--- config.mk ---
export PLATFORM = sky130hd
export DESIGN_NAME = pioc_top
export DESIGN_NICKNAME = d
export VERILOG_FILES = /design/src/logic/pioc_top.v
export VERILOG_INCLUDE_DIRS = /design/src /design/src/logic
export SDC_FILE = /design/constraint.sdc
export NUM_CORES = 1
export LEC_CHECK = 0
export ABC_AREA = 1
export BUFFER_PORTS_ARGS = -buffer_cell sky130_fd_sc_hd__buf_2
export CAP_MARGIN = 5
export CORE_ASPECT_RATIO = 1.2
export CORE_MARGIN = 5
export CORE_UTILIZATION = 58
export CTS_CLUSTER_SIZE = 16
export DETAILED_ROUTE_END_ITERATION = 10
export PLACE_DENSITY = 0.83
export SYNTH_ARGS = -nofsm -noshare
export SYNTH_HDL_FRONTEND = slang
export SYNTH_SLANG_ARGS = --single-unit
export TNS_END_PERCENT = 5
--- constraint.sdc ---
create_clock -name clock_i -period 20.4 [get_ports clock_i]
set_clock_uncertainty 0.15 [all_clocks]
set_input_delay 2.04 -clock clock_i [delete_from_list [all_inputs] [get_ports clock_i]]
set_output_delay 2.04 -clock clock_i [all_outputs]
set_load 0.02 [all_outputs]
--- src/logic/pioc_regs.vh ---
// register offsets, reset values and sizes of the parallel io controller
`ifndef PIOC_REGS_VH
`define PIOC_REGS_VH
`define PIOC_W 32
`define PIOC_AW 8
`define PIOC_OWN_SET 8'h00
`define PIOC_OWN_CLR 8'h04
`define PIOC_OWN_STATE 8'h08
`define PIOC_DRV_SET 8'h10
`define PIOC_DRV_CLR 8'h14
`define PIOC_DRV_STATE 8'h18
`define PIOC_DGL_SET 8'h20
`define PIOC_DGL_CLR 8'h24
`define PIOC_DGL_STATE 8'h28
`define PIOC_OUT_SET 8'h30
`define PIOC_OUT_CLR 8'h34
`define PIOC_OUT_STATE 8'h38
`define PIOC_PIN_SAMPLE 8'h3c
`define PIOC_IRQ_SET 8'h40
`define PIOC_IRQ_CLR 8'h44
`define PIOC_IRQ_MASK 8'h48
`define PIOC_IRQ_PEND 8'h4c
`define PIOC_OD_SET 8'h50
`define PIOC_OD_CLR 8'h54
`define PIOC_OD_STATE 8'h58
`define PIOC_PU_CLR 8'h60
`define PIOC_PU_SET 8'h64
`define PIOC_PU_STATE 8'h68
`define PIOC_SEL_FIRST 8'h70
`define PIOC_SEL_SECOND 8'h74
`define PIOC_SEL_STATE 8'h78
`define PIOC_DW_SET 8'ha0
`define PIOC_DW_CLR 8'ha4
`define PIOC_DW_STATE 8'ha8
`define PIOC_ZERO 32'h00000000
`define PIOC_ALL 32'hffffffff
`endif

--- src/logic/pioc_top.v ---
// parallel io controller: register file, pin muxing and change detection
`timescale 1ns/10ps
`include "pioc_regs.vh"

// Notes on behaviour
// - every register is 32 bits, bit n belongs to line n
// - bits of absent lines ignore writes and read zero
// - lines without peripheral function stay controller-owned, ownership reads one
// - ownership set register writes give lines to the controller
// - ownership clear register writes hand lines to their peripheral
// - ownership state accumulates writes; reset value is a parameter
// - deglitch set and clear update deglitch state
// - out level set and clear registers set and clear output data
// - direct write to output data only on bits enabled for direct write
// - pin level register returns sampled pin levels, no fixed reset
// - change pending resets to zero, may fill right after reset
// - pullup clear and set registers update pullup state
// - first select clears, second select sets the peripheral select state
// - direct write mask set and clear; state resets to zero
// - change irq set and clear update mask; masked lines raise interrupt
// - reading change pending clears all pending bits except lines that change in that same cycle
// - drive state zero is input only, one drives when controller owns line
// - select zero routes peripheral a output, one routes peripheral b
module pioc_top #(
  parameter [31:0] LINE_PRESENT = 32'hffffffff,
  parameter [31:0] LINE_MUXED = 32'hffffffff,
  parameter [31:0] OWN_RESET = 32'h00000000
) (
  // clock and reset
  input wire clock_i,
  input wire rst_i,
  // register port
  input wire [7:0] addr_i,
  input wire [31:0] wdata_i,
  input wire wr_i,
  input wire rd_i,
  output reg [31:0] rdata_o,
  // pins
  input wire [31:0] pin_i,
  output wire [31:0] pin_o,
  output wire [31:0] pin_oe_n_o,
  output wire [31:0] pullup_o,
  // peripherals
  input wire [31:0] pa_out_i,
  input wire [31:0] pa_oe_i,
  input wire [31:0] pb_out_i,
  input wire [31:0] pb_oe_i,
  output wire [31:0] periph_in_o,
  // interrupt to downstream controller
  output wire irq_o
);


  // architectural state, bit n of each word belongs to line n
  reg [31:0] own;
  reg [31:0] drv;
  reg [31:0] dgl;
  reg [31:0] outd;
  reg [31:0] imask;
  reg [31:0] pend;
  reg [31:0] od;
  reg [31:0] pu;
  reg [31:0] sel;
  reg [31:0] dw;

  // input sampling chain
  reg [31:0] sync1;
  reg [31:0] sync2;
  reg [31:0] sync3;
  reg [31:0] filt;
  reg [31:0] prev;
  reg prev_ok;

  // next values of the state above
  reg [31:0] next_own;
  reg [31:0] next_drv;
  reg [31:0] next_dgl;
  reg [31:0] next_outd;
  reg [31:0] next_imask;
  reg [31:0] next_pend;
  reg [31:0] next_od;
  reg [31:0] next_pu;
  reg [31:0] next_sel;
  reg [31:0] next_dw;
  reg [31:0] next_filt;
  reg [31:0] next_rdata;

  // combinational views
  wire [31:0] wmask;
  wire [31:0] level;
  wire [31:0] change;
  wire [31:0] steady;
  wire [31:0] own_eff;
  wire [31:0] mux_out;
  wire [31:0] mux_oe;
  wire [31:0] line_out;
  wire [31:0] line_drive;
  wire direct_hit;
  wire pend_read;

  // decoded write data, zero unless that offset is written; direct_d is gated by dw and wmask, not by the offset
  wire [31:0] own_set_d;
  wire [31:0] own_clr_d;
  wire [31:0] drv_set_d;
  wire [31:0] drv_clr_d;
  wire [31:0] dgl_set_d;
  wire [31:0] dgl_clr_d;
  wire [31:0] out_set_d;
  wire [31:0] out_clr_d;
  wire [31:0] irq_set_d;
  wire [31:0] irq_clr_d;
  wire [31:0] od_set_d;
  wire [31:0] od_clr_d;
  wire [31:0] pu_set_d;
  wire [31:0] pu_clr_d;
  wire [31:0] sel_first_d;
  wire [31:0] sel_second_d;
  wire [31:0] dw_set_d;
  wire [31:0] dw_clr_d;
  wire [31:0] direct_d;

  // set-clear helper; set applies after clear, so set wins per line
  function [31:0] setclr;
    input [31:0] cur;
    input [31:0] s;
    input [31:0] c;
    begin
      setclr = (cur & ~c) | s;
    end
  endfunction

  // strobe qualified by one register offset
  function hit;
    input [7:0] a;
    input strobe;
    begin
      hit = strobe && (addr_i == a);
    end
  endfunction

  // write data at one offset, absent lines masked off
  function [31:0] wr_at;
    input [7:0] a;
    begin
      wr_at = hit(a, wr_i) ? (wdata_i & wmask) : `PIOC_ZERO;
    end
  endfunction

  assign wmask = LINE_PRESENT;
  assign direct_hit = hit(`PIOC_OUT_STATE, wr_i);
  assign pend_read = hit(`PIOC_IRQ_PEND, rd_i);

  assign own_set_d = wr_at(`PIOC_OWN_SET);
  assign own_clr_d = wr_at(`PIOC_OWN_CLR);
  assign drv_set_d = wr_at(`PIOC_DRV_SET);
  assign drv_clr_d = wr_at(`PIOC_DRV_CLR);
  assign dgl_set_d = wr_at(`PIOC_DGL_SET);
  assign dgl_clr_d = wr_at(`PIOC_DGL_CLR);
  assign out_set_d = wr_at(`PIOC_OUT_SET);
  assign out_clr_d = wr_at(`PIOC_OUT_CLR);
  assign irq_set_d = wr_at(`PIOC_IRQ_SET);
  assign irq_clr_d = wr_at(`PIOC_IRQ_CLR);
  assign od_set_d = wr_at(`PIOC_OD_SET);
  assign od_clr_d = wr_at(`PIOC_OD_CLR);
  assign pu_set_d = wr_at(`PIOC_PU_SET);
  assign pu_clr_d = wr_at(`PIOC_PU_CLR);
  assign sel_first_d = wr_at(`PIOC_SEL_FIRST);
  assign sel_second_d = wr_at(`PIOC_SEL_SECOND);
  assign dw_set_d = wr_at(`PIOC_DW_SET);
  assign dw_clr_d = wr_at(`PIOC_DW_CLR);
  assign direct_d = wdata_i & dw & wmask;

  // line ownership
  always @* begin
    next_own = setclr(own, own_set_d, own_clr_d);
  end

  always @(posedge clock_i or posedge rst_i) begin
    if (rst_i) begin
      own <= OWN_RESET;
    end else begin
      own <= next_own;
    end
  end

  // drive enable, kept even while a peripheral owns the line
  always @* begin
    next_drv = setclr(drv, drv_set_d, drv_clr_d);
  end

  always @(posedge clock_i or posedge rst_i) begin
    if (rst_i) begin
      drv <= `PIOC_ZERO;
    end else begin
      drv <= next_drv;
    end
  end

  // deglitch enable
  always @* begin
    next_dgl = setclr(dgl, dgl_set_d, dgl_clr_d);
  end

  always @(posedge clock_i or posedge rst_i) begin
    if (rst_i) begin
      dgl <= `PIOC_ZERO;
    end else begin
      dgl <= next_dgl;
    end
  end

  // output data; direct write only touches unmasked lines
  always @* begin
    if (direct_hit) begin
      next_outd = (outd & ~(dw & wmask)) | direct_d;
    end else begin
      next_outd = setclr(outd, out_set_d, out_clr_d);
    end
  end

  always @(posedge clock_i or posedge rst_i) begin
    if (rst_i) begin
      outd <= `PIOC_ZERO;
    end else begin
      outd <= next_outd;
    end
  end

  // change interrupt mask
  always @* begin
    next_imask = setclr(imask, irq_set_d, irq_clr_d);
  end

  always @(posedge clock_i or posedge rst_i) begin
    if (rst_i) begin
      imask <= `PIOC_ZERO;
    end else begin
      imask <= next_imask;
    end
  end

  // open drain enable
  always @* begin
    next_od = setclr(od, od_set_d, od_clr_d);
  end

  always @(posedge clock_i or posedge rst_i) begin
    if (rst_i) begin
      od <= `PIOC_ZERO;
    end else begin
      od <= next_od;
    end
  end

  // pull-up enable; clear sits at the lower offset here
  always @* begin
    next_pu = setclr(pu, pu_set_d, pu_clr_d);
  end

  always @(posedge clock_i or posedge rst_i) begin
    if (rst_i) begin
      pu <= `PIOC_ZERO;
    end else begin
      pu <= next_pu;
    end
  end

  // peripheral select: first offset clears, second sets
  always @* begin
    next_sel = setclr(sel, sel_second_d, sel_first_d);
  end

  always @(posedge clock_i or posedge rst_i) begin
    if (rst_i) begin
      sel <= `PIOC_ZERO;
    end else begin
      sel <= next_sel;
    end
  end

  // direct write mask
  always @* begin
    next_dw = setclr(dw, dw_set_d, dw_clr_d);
  end

  always @(posedge clock_i or posedge rst_i) begin
    if (rst_i) begin
      dw <= `PIOC_ZERO;
    end else begin
      dw <= next_dw;
    end
  end

  // pins are asynchronous: two flops before any logic reads them
  always @(posedge clock_i or posedge rst_i) begin
    if (rst_i) begin
      sync1 <= `PIOC_ZERO;
      sync2 <= `PIOC_ZERO;
      sync3 <= `PIOC_ZERO;
    end else begin
      sync1 <= pin_i;
      sync2 <= sync1;
      sync3 <= sync2;
    end
  end

  // a line counts as steady once two synced samples agree
  assign steady = ~(sync2 ^ sync3);

  // filter holds its level until the new one is seen twice; costs two cycles
  always @* begin
    next_filt = (steady & sync2) | (~steady & filt);
  end

  always @(posedge clock_i or posedge rst_i) begin
    if (rst_i) begin
      filt <= `PIOC_ZERO;
    end else begin
      filt <= next_filt;
    end
  end

  // history for change detection
  always @(posedge clock_i or posedge rst_i) begin
    if (rst_i) begin
      prev <= `PIOC_ZERO;
      prev_ok <= 1'b0;
    end else begin
      prev <= level;
      prev_ok <= 1'b1;
    end
  end

  // deglitched lines read the filter, others the synced level
  assign level = ((dgl & filt) | (~dgl & sync2)) & wmask;
  // first sample after reset has no history, so no false change then
  assign change = prev_ok ? (level ^ prev) : `PIOC_ZERO;

  // set wins: a change in the clearing read cycle stays pending
  always @* begin
    if (pend_read) begin
      next_pend = change;
    end else begin
      next_pend = pend | change;
    end
  end

  always @(posedge clock_i or posedge rst_i) begin
    if (rst_i) begin
      pend <= `PIOC_ZERO;
    end else begin
      pend <= next_pend;
    end
  end

  assign irq_o = |(pend & imask);

  // pin muxing
  assign own_eff = (own | ~LINE_MUXED) & wmask;
  assign mux_out = (sel & pb_out_i) | (~sel & pa_out_i);
  assign mux_oe = (sel & pb_oe_i) | (~sel & pa_oe_i);
  assign line_out = (own_eff & outd) | (~own_eff & mux_out);
  assign line_drive = ((own_eff & drv) | (~own_eff & mux_oe)) & wmask;
  // open drain lines only pull low; a high is left to the pull-up
  assign pin_o = line_out & ~od;
  assign pin_oe_n_o = ~(line_drive & (~od | ~line_out));
  assign pullup_o = pu;
  // peripherals see the unfiltered level
  assign periph_in_o = sync2;

  // read mux; write-only and reserved offsets read zero
  always @* begin
    if (rd_i) begin
      case (addr_i)
        `PIOC_OWN_STATE: next_rdata = own_eff;
        `PIOC_DRV_STATE: next_rdata = drv;
        `PIOC_DGL_STATE: next_rdata = dgl;
        `PIOC_OUT_STATE: next_rdata = outd;
        `PIOC_PIN_SAMPLE: next_rdata = level;
        `PIOC_IRQ_MASK: next_rdata = imask;
        `PIOC_IRQ_PEND: next_rdata = pend;
        `PIOC_OD_STATE: next_rdata = od;
        `PIOC_PU_STATE: next_rdata = pu;
        `PIOC_SEL_STATE: next_rdata = sel;
        `PIOC_DW_STATE: next_rdata = dw;
        default: next_rdata = `PIOC_ZERO;
      endcase
    end else begin
      next_rdata = `PIOC_ZERO;
    end
  end

  // read data stands one cycle after the strobe, zero otherwise
  always @(posedge clock_i or posedge rst_i) begin
    if (rst_i) begin
      rdata_o <= `PIOC_ZERO;
    end else begin
      rdata_o <= next_rdata;
    end
  end

endmodule // pioc_top

# Word level (Yosys, flattened, before mapping)
# Cells that the tools add are included.
# classes
eq_ne	28
muxes	23
n_bitwise	64
n_reduce_logical	22
# ops
cell	n
bitwise AND 32 bit	26
two-way mux 32 bit	22
inverter 32 bit	18
bitwise OR 32 bit	18
case mux 32 bit (11 select lines)	1
equality test 8 x 7 -> 1 bit (second input constant)	13
XOR 32 bit	2
equality test 8 x 6 -> 1 bit (second input constant)	7
OR reduction 32 bit	1
equality test 8 x 5 -> 1 bit (second input constant)	3
equality test 8 bit (second input constant)	3
logical AND 1 bit	20
equality test 8 x 3 -> 1 bit (second input constant)	1
equality test 8 x 4 -> 1 bit (second input constant)	1
logical NOT 8 bit	1
# totals
ff_bits	513
input_bits	204
wordCells	154

# Logic depth before layout (Yosys ltp)
# depth
depth_word	9
ltp_mapped	11
mapped_depth_nobuf	10

# Worst setup path after synthesis
# No wires, ideal clock.
# synth_path
kind	input -> output
start	input port pb_out_i[10]
end	output port pin_oe_n_o[10]
arrival_ns	2.706
path_slack_ns	15.504
stages	4
cell_sequence	mux2i_1 > nor2_1 > a21oi_1 > o21ai_0
# synth_between
elab_chain_len	8
# synth_rtl
element	line	rtl
start: declaration	pioc_top.v:46	input wire [31:0] pb_out_i,
bitwise AND 32 bit	pioc_top.v:360	assign mux_out = (sel & pb_out_i) | (~sel & pa_out_i);
bitwise OR 32 bit	pioc_top.v:360	
bitwise AND 32 bit	pioc_top.v:362	assign line_out = (own_eff & outd) | (~own_eff & mux_out);
bitwise OR 32 bit	pioc_top.v:362	
inverter 32 bit	pioc_top.v:366	assign pin_oe_n_o = ~(line_drive & (~od | ~line_out));
bitwise OR 32 bit	pioc_top.v:366	
bitwise AND 32 bit	pioc_top.v:366	
inverter 32 bit	pioc_top.v:366	
end: declaration	pioc_top.v:41	output wire [31:0] pin_oe_n_o,
# No other way between the ends.

# Worst setup path after layout
# layout_path
start	input port pa_out_i[31]
end	output port pin_oe_n_o[31]
# layout_between
elab_chain_len	8
# layout_rtl
element	line	rtl
start: declaration	pioc_top.v:44	input wire [31:0] pa_out_i,
bitwise AND 32 bit	pioc_top.v:360	
bitwise OR 32 bit	pioc_top.v:360	
bitwise AND 32 bit	pioc_top.v:362	
bitwise OR 32 bit	pioc_top.v:362	
inverter 32 bit	pioc_top.v:366	
bitwise OR 32 bit	pioc_top.v:366	
bitwise AND 32 bit	pioc_top.v:366	
inverter 32 bit	pioc_top.v:366	
# No other way between the ends.

==> qor.txt <==
DR pass1 iterations -> 7
Min-Delay Path Class -> reg -> reg
max-slew violations -> 0
count of maximum capacitance violations -> 0
syn_nets -> 3132
vias -> 23410
clock sinks -> 513
initial antenna violation count -> 10
WP buf/inv -> 3
core footprint -> 41660 µm²
Seq pwr share -> 49.1%
Root Buffer -> clkbuf_16
Yosys reg bits -> 513
setup bufs post-CTS -> 0
IR drop worst, VDD -> 0.00007107 V
synth-to-layout area growth -> 14.74%
worst skew pair latency -> 590 ps
Critical Path Stages -> 6
achievable clock frequency -> 176.1 MHz
CP peak stage delay -> 450 ps
DRC viols -> 0
worst setup path category -> in -> out
crit path max-delay cell type -> o21ai_0
H-tree depth -> 2
Syn Area/Cell -> 8.315 µm²
final period utilization -> 27.84%
CP delay by family, top -> compound AO/OA/AOI/OAI gates
clk buf depth -> 3
WP data required -> 18210 ps
Post-Place Cell Area -> 26260 µm²
Internal -> 1.689 mW
largest net degree at the start of global routing -> 175
first-pass GRT wire length -> 126300 µm
worst r2r src -> periph_in_o[12]
nets -> 3394
vias in the first global route -> 22800
Overall Power -> 2.287 mW
clock slew at reported path FFs -> 60 ps
Cell Pwr Density -> 81.85 nW/µm²
Psw -> 0.5979 mW
final setup fails -> 0
Initial Util -> 58.45%
Slew HR -> 8.760%
Top Ports -> 365
Worst Hold Depth -> 0
fin cells -> 3781
Yosys cell types -> 29
CTS tree -> yes
TritonCTS Buffers -> 51
Hold Startpoint -> sync1[15]
clock power share -> 41.3%
setup slack after layout -> 14720 ps
Combinational Power Share -> 9.6%
dpl hpwl -> 49450 µm
P_leak -> 14.10 nW
worst slew pin tran -> 1365 ps
hold_buf cts -> 0
row cnt -> 82
Final Cell Area -> 27940 µm²
Die X -> 197.0 µm
element type at the critical path start -> input pin
critical path cell sequence -> buf_2, inv_1, o21ai_0, o21ai_0, o221ai_1, buf_2
reg2reg path depth -> 8
RePlAce Congestion -> 0.8714
Synth Warn # -> 0
drt total wl -> 83250 µm
crit path DAT -> 3490 ps
Final Hold Fails -> 0
gr usage total -> 35.05%
Port Buffers -> 364
share of cells above drive strength 1 -> 16.30%
status -> finished, final reports clean
WL/cell -> 22.02 µm
number of routed nets with antenna violations -> 0
setup TNS -> 0 ps
worst setup path startpoint -> pa_out_i[31]
fill count -> 3341
RSZ-0062 raised after global routing -> no
gr ovfl total -> 0
starting DRC count in detailed routing -> 2577
Resized Gates After CTS -> 0
dpl ws -> 14650 ps
Cell Area, Synth -> 24350 µm²
CP endpoint kind -> output pin
Mapped Cells -> 2928
switching share of power -> 26.15%
Final min period -> 5679 ps
die height -> 234.4 µm
sequential share of the synthesized area -> 52.73%
placed cells -> 3683
Worst Path Max Fanout -> 2
Vias per Instance -> 6.191
die area -> 46190 µm²
-- cell families (layout without fill, tap and decap cells) --
logic type | after synthesis | after routing | share of synthesized area, %
other | 1 | 9 | 0.01540
buffers and inverters | 453 | 752 | 7.806
AND/OR/NAND/NOR | 1126 | 1126 | 20.02
flip-flops | 513 | 513 | 52.73
AO/OA/AOI/OAI | 754 | 754 | 16.11
adder cells (fa/ha/maj) | 32 | 32 | 1.316
multiplexers | 49 | 49 | 2.014
-- cell usage after synthesis (all sizes together) --
library cell | number | area (µm²)
o221ai | 15 | 131.4
a211oi | 32 | 240.2
nor3 | 3 | 26.28
mux2i | 49 | 490.5
and3 | 1 | 6.260
conb | 1 | 3.750
nand2 | 409 | 1540
clkbuf | 107 | 405.4
inv | 282 | 1059
maj3 | 32 | 320.3
nand3 | 385 | 1932
dfrtp | 513 | 12840
o21ai | 672 | 3363
a22o | 3 | 26.28
nor2 | 288 | 1119
or2 | 32 | 200.2
nand4 | 8 | 50.05
buf | 64 | 436.7
a21oi | 32 | 160.2
-- cell usage in the layout (no fill, tap or decap), types with 3 or more instances in the layout --
cell,synthesis,routed
o21ai_0,653,653
dfrtp_1,513,512
nand2_1,407,390
nand3_1,384,384
buf_2,37,364
inv_1,279,278
nor2_1,279,276
clkbuf_16,0,53
mux2i_1,49,49
a21oi_1,32,32
or2_2,32,32
a211oi_1,32,32
maj3_1,32,32
nand2_2,2,19
o21ai_1,19,19
o221ai_1,15,15
clkbuf_1,104,15
buf_4,14,15
clkbuf_8,0,13
nor2_4,3,12
diode_2,0,8
nand4_1,8,8
clkinv_2,0,6
inv_2,3,3
a22o_1,3,3
-- metrics by stage --
step / hold WS [ps] / util [%]
6_report: 194.9 / 67.06
5_1_grt: 204.4 / 67.05
4_1_cts: 195.9 / 67.02
3_5_place_dp: 184.7 / 63.03
3_3_place_gp: 182.1 / 63.03
2_1_floorplan: 181.2 / -
-- layout make-up --
class | instances | area (µm²) | area share [%]
antenna | 8 | 20.02 | 0.07166
clock inverter | 9 | 98.84 | 0.3538
timing repair buffer | 380 | 1954 | 6.996
multi-input combinational | 1962 | 9713 | 34.77
clock buffer | 81 | 1562 | 5.590
inverter | 282 | 1066 | 3.816
tap | 546 | 683.2 | 2.445
sequential | 513 | 12840 | 45.96
-- worst reg2reg max path, stage by stage, from the launching register on --
cell and delay (ps):
dfrtp_1 390, inv_1 60, o21ai_0 470, nand3_1 170
nand2_1 130, nor2_1 60, nand3_1 60, nand2_1 60
inv_1 90
-- routing by layer --
layer	part of all wire (%)	global-route usage (%)	vias up
met5	0.022	0	-
met4	7.0	21.07	4
met3	10	6.384	394
met2	46	55.54	1589
met1	37	45.40	11130
li1	-	-	10290
-- worst paths after layout --
check | endpoint | slack (ps)
worst max-delay path | pin_oe_n_o[31] | 14720
min in group asynchronous | sync1[4] | 1460
worst min-delay path | periph_in_o[15] | 190
max in group asynchronous | dgl[18] | 15340
worst min register to register | periph_in_o[15] | 190
worst max register to register | rdata_o[12] | 18710
-- power by group through the flow --
| stage | Clock, mW | Sequential, mW | Combinational (mW) |
|---|---|---|---|
| after global placement | 0 | 1.14 | 0.207 |
| after global routing | 0.987 | 1.13 | 0.244 |
| after detailed placement | 0 | 1.14 | 0.216 |
| final | 0.943 | 1.12 | 0.220 |
| after floorplan | 0 | 1.13 | 0.135 |
| after CTS | 0.946 | 1.12 | 0.219 |
Note: power is estimated with default switching activity, not from simulation.
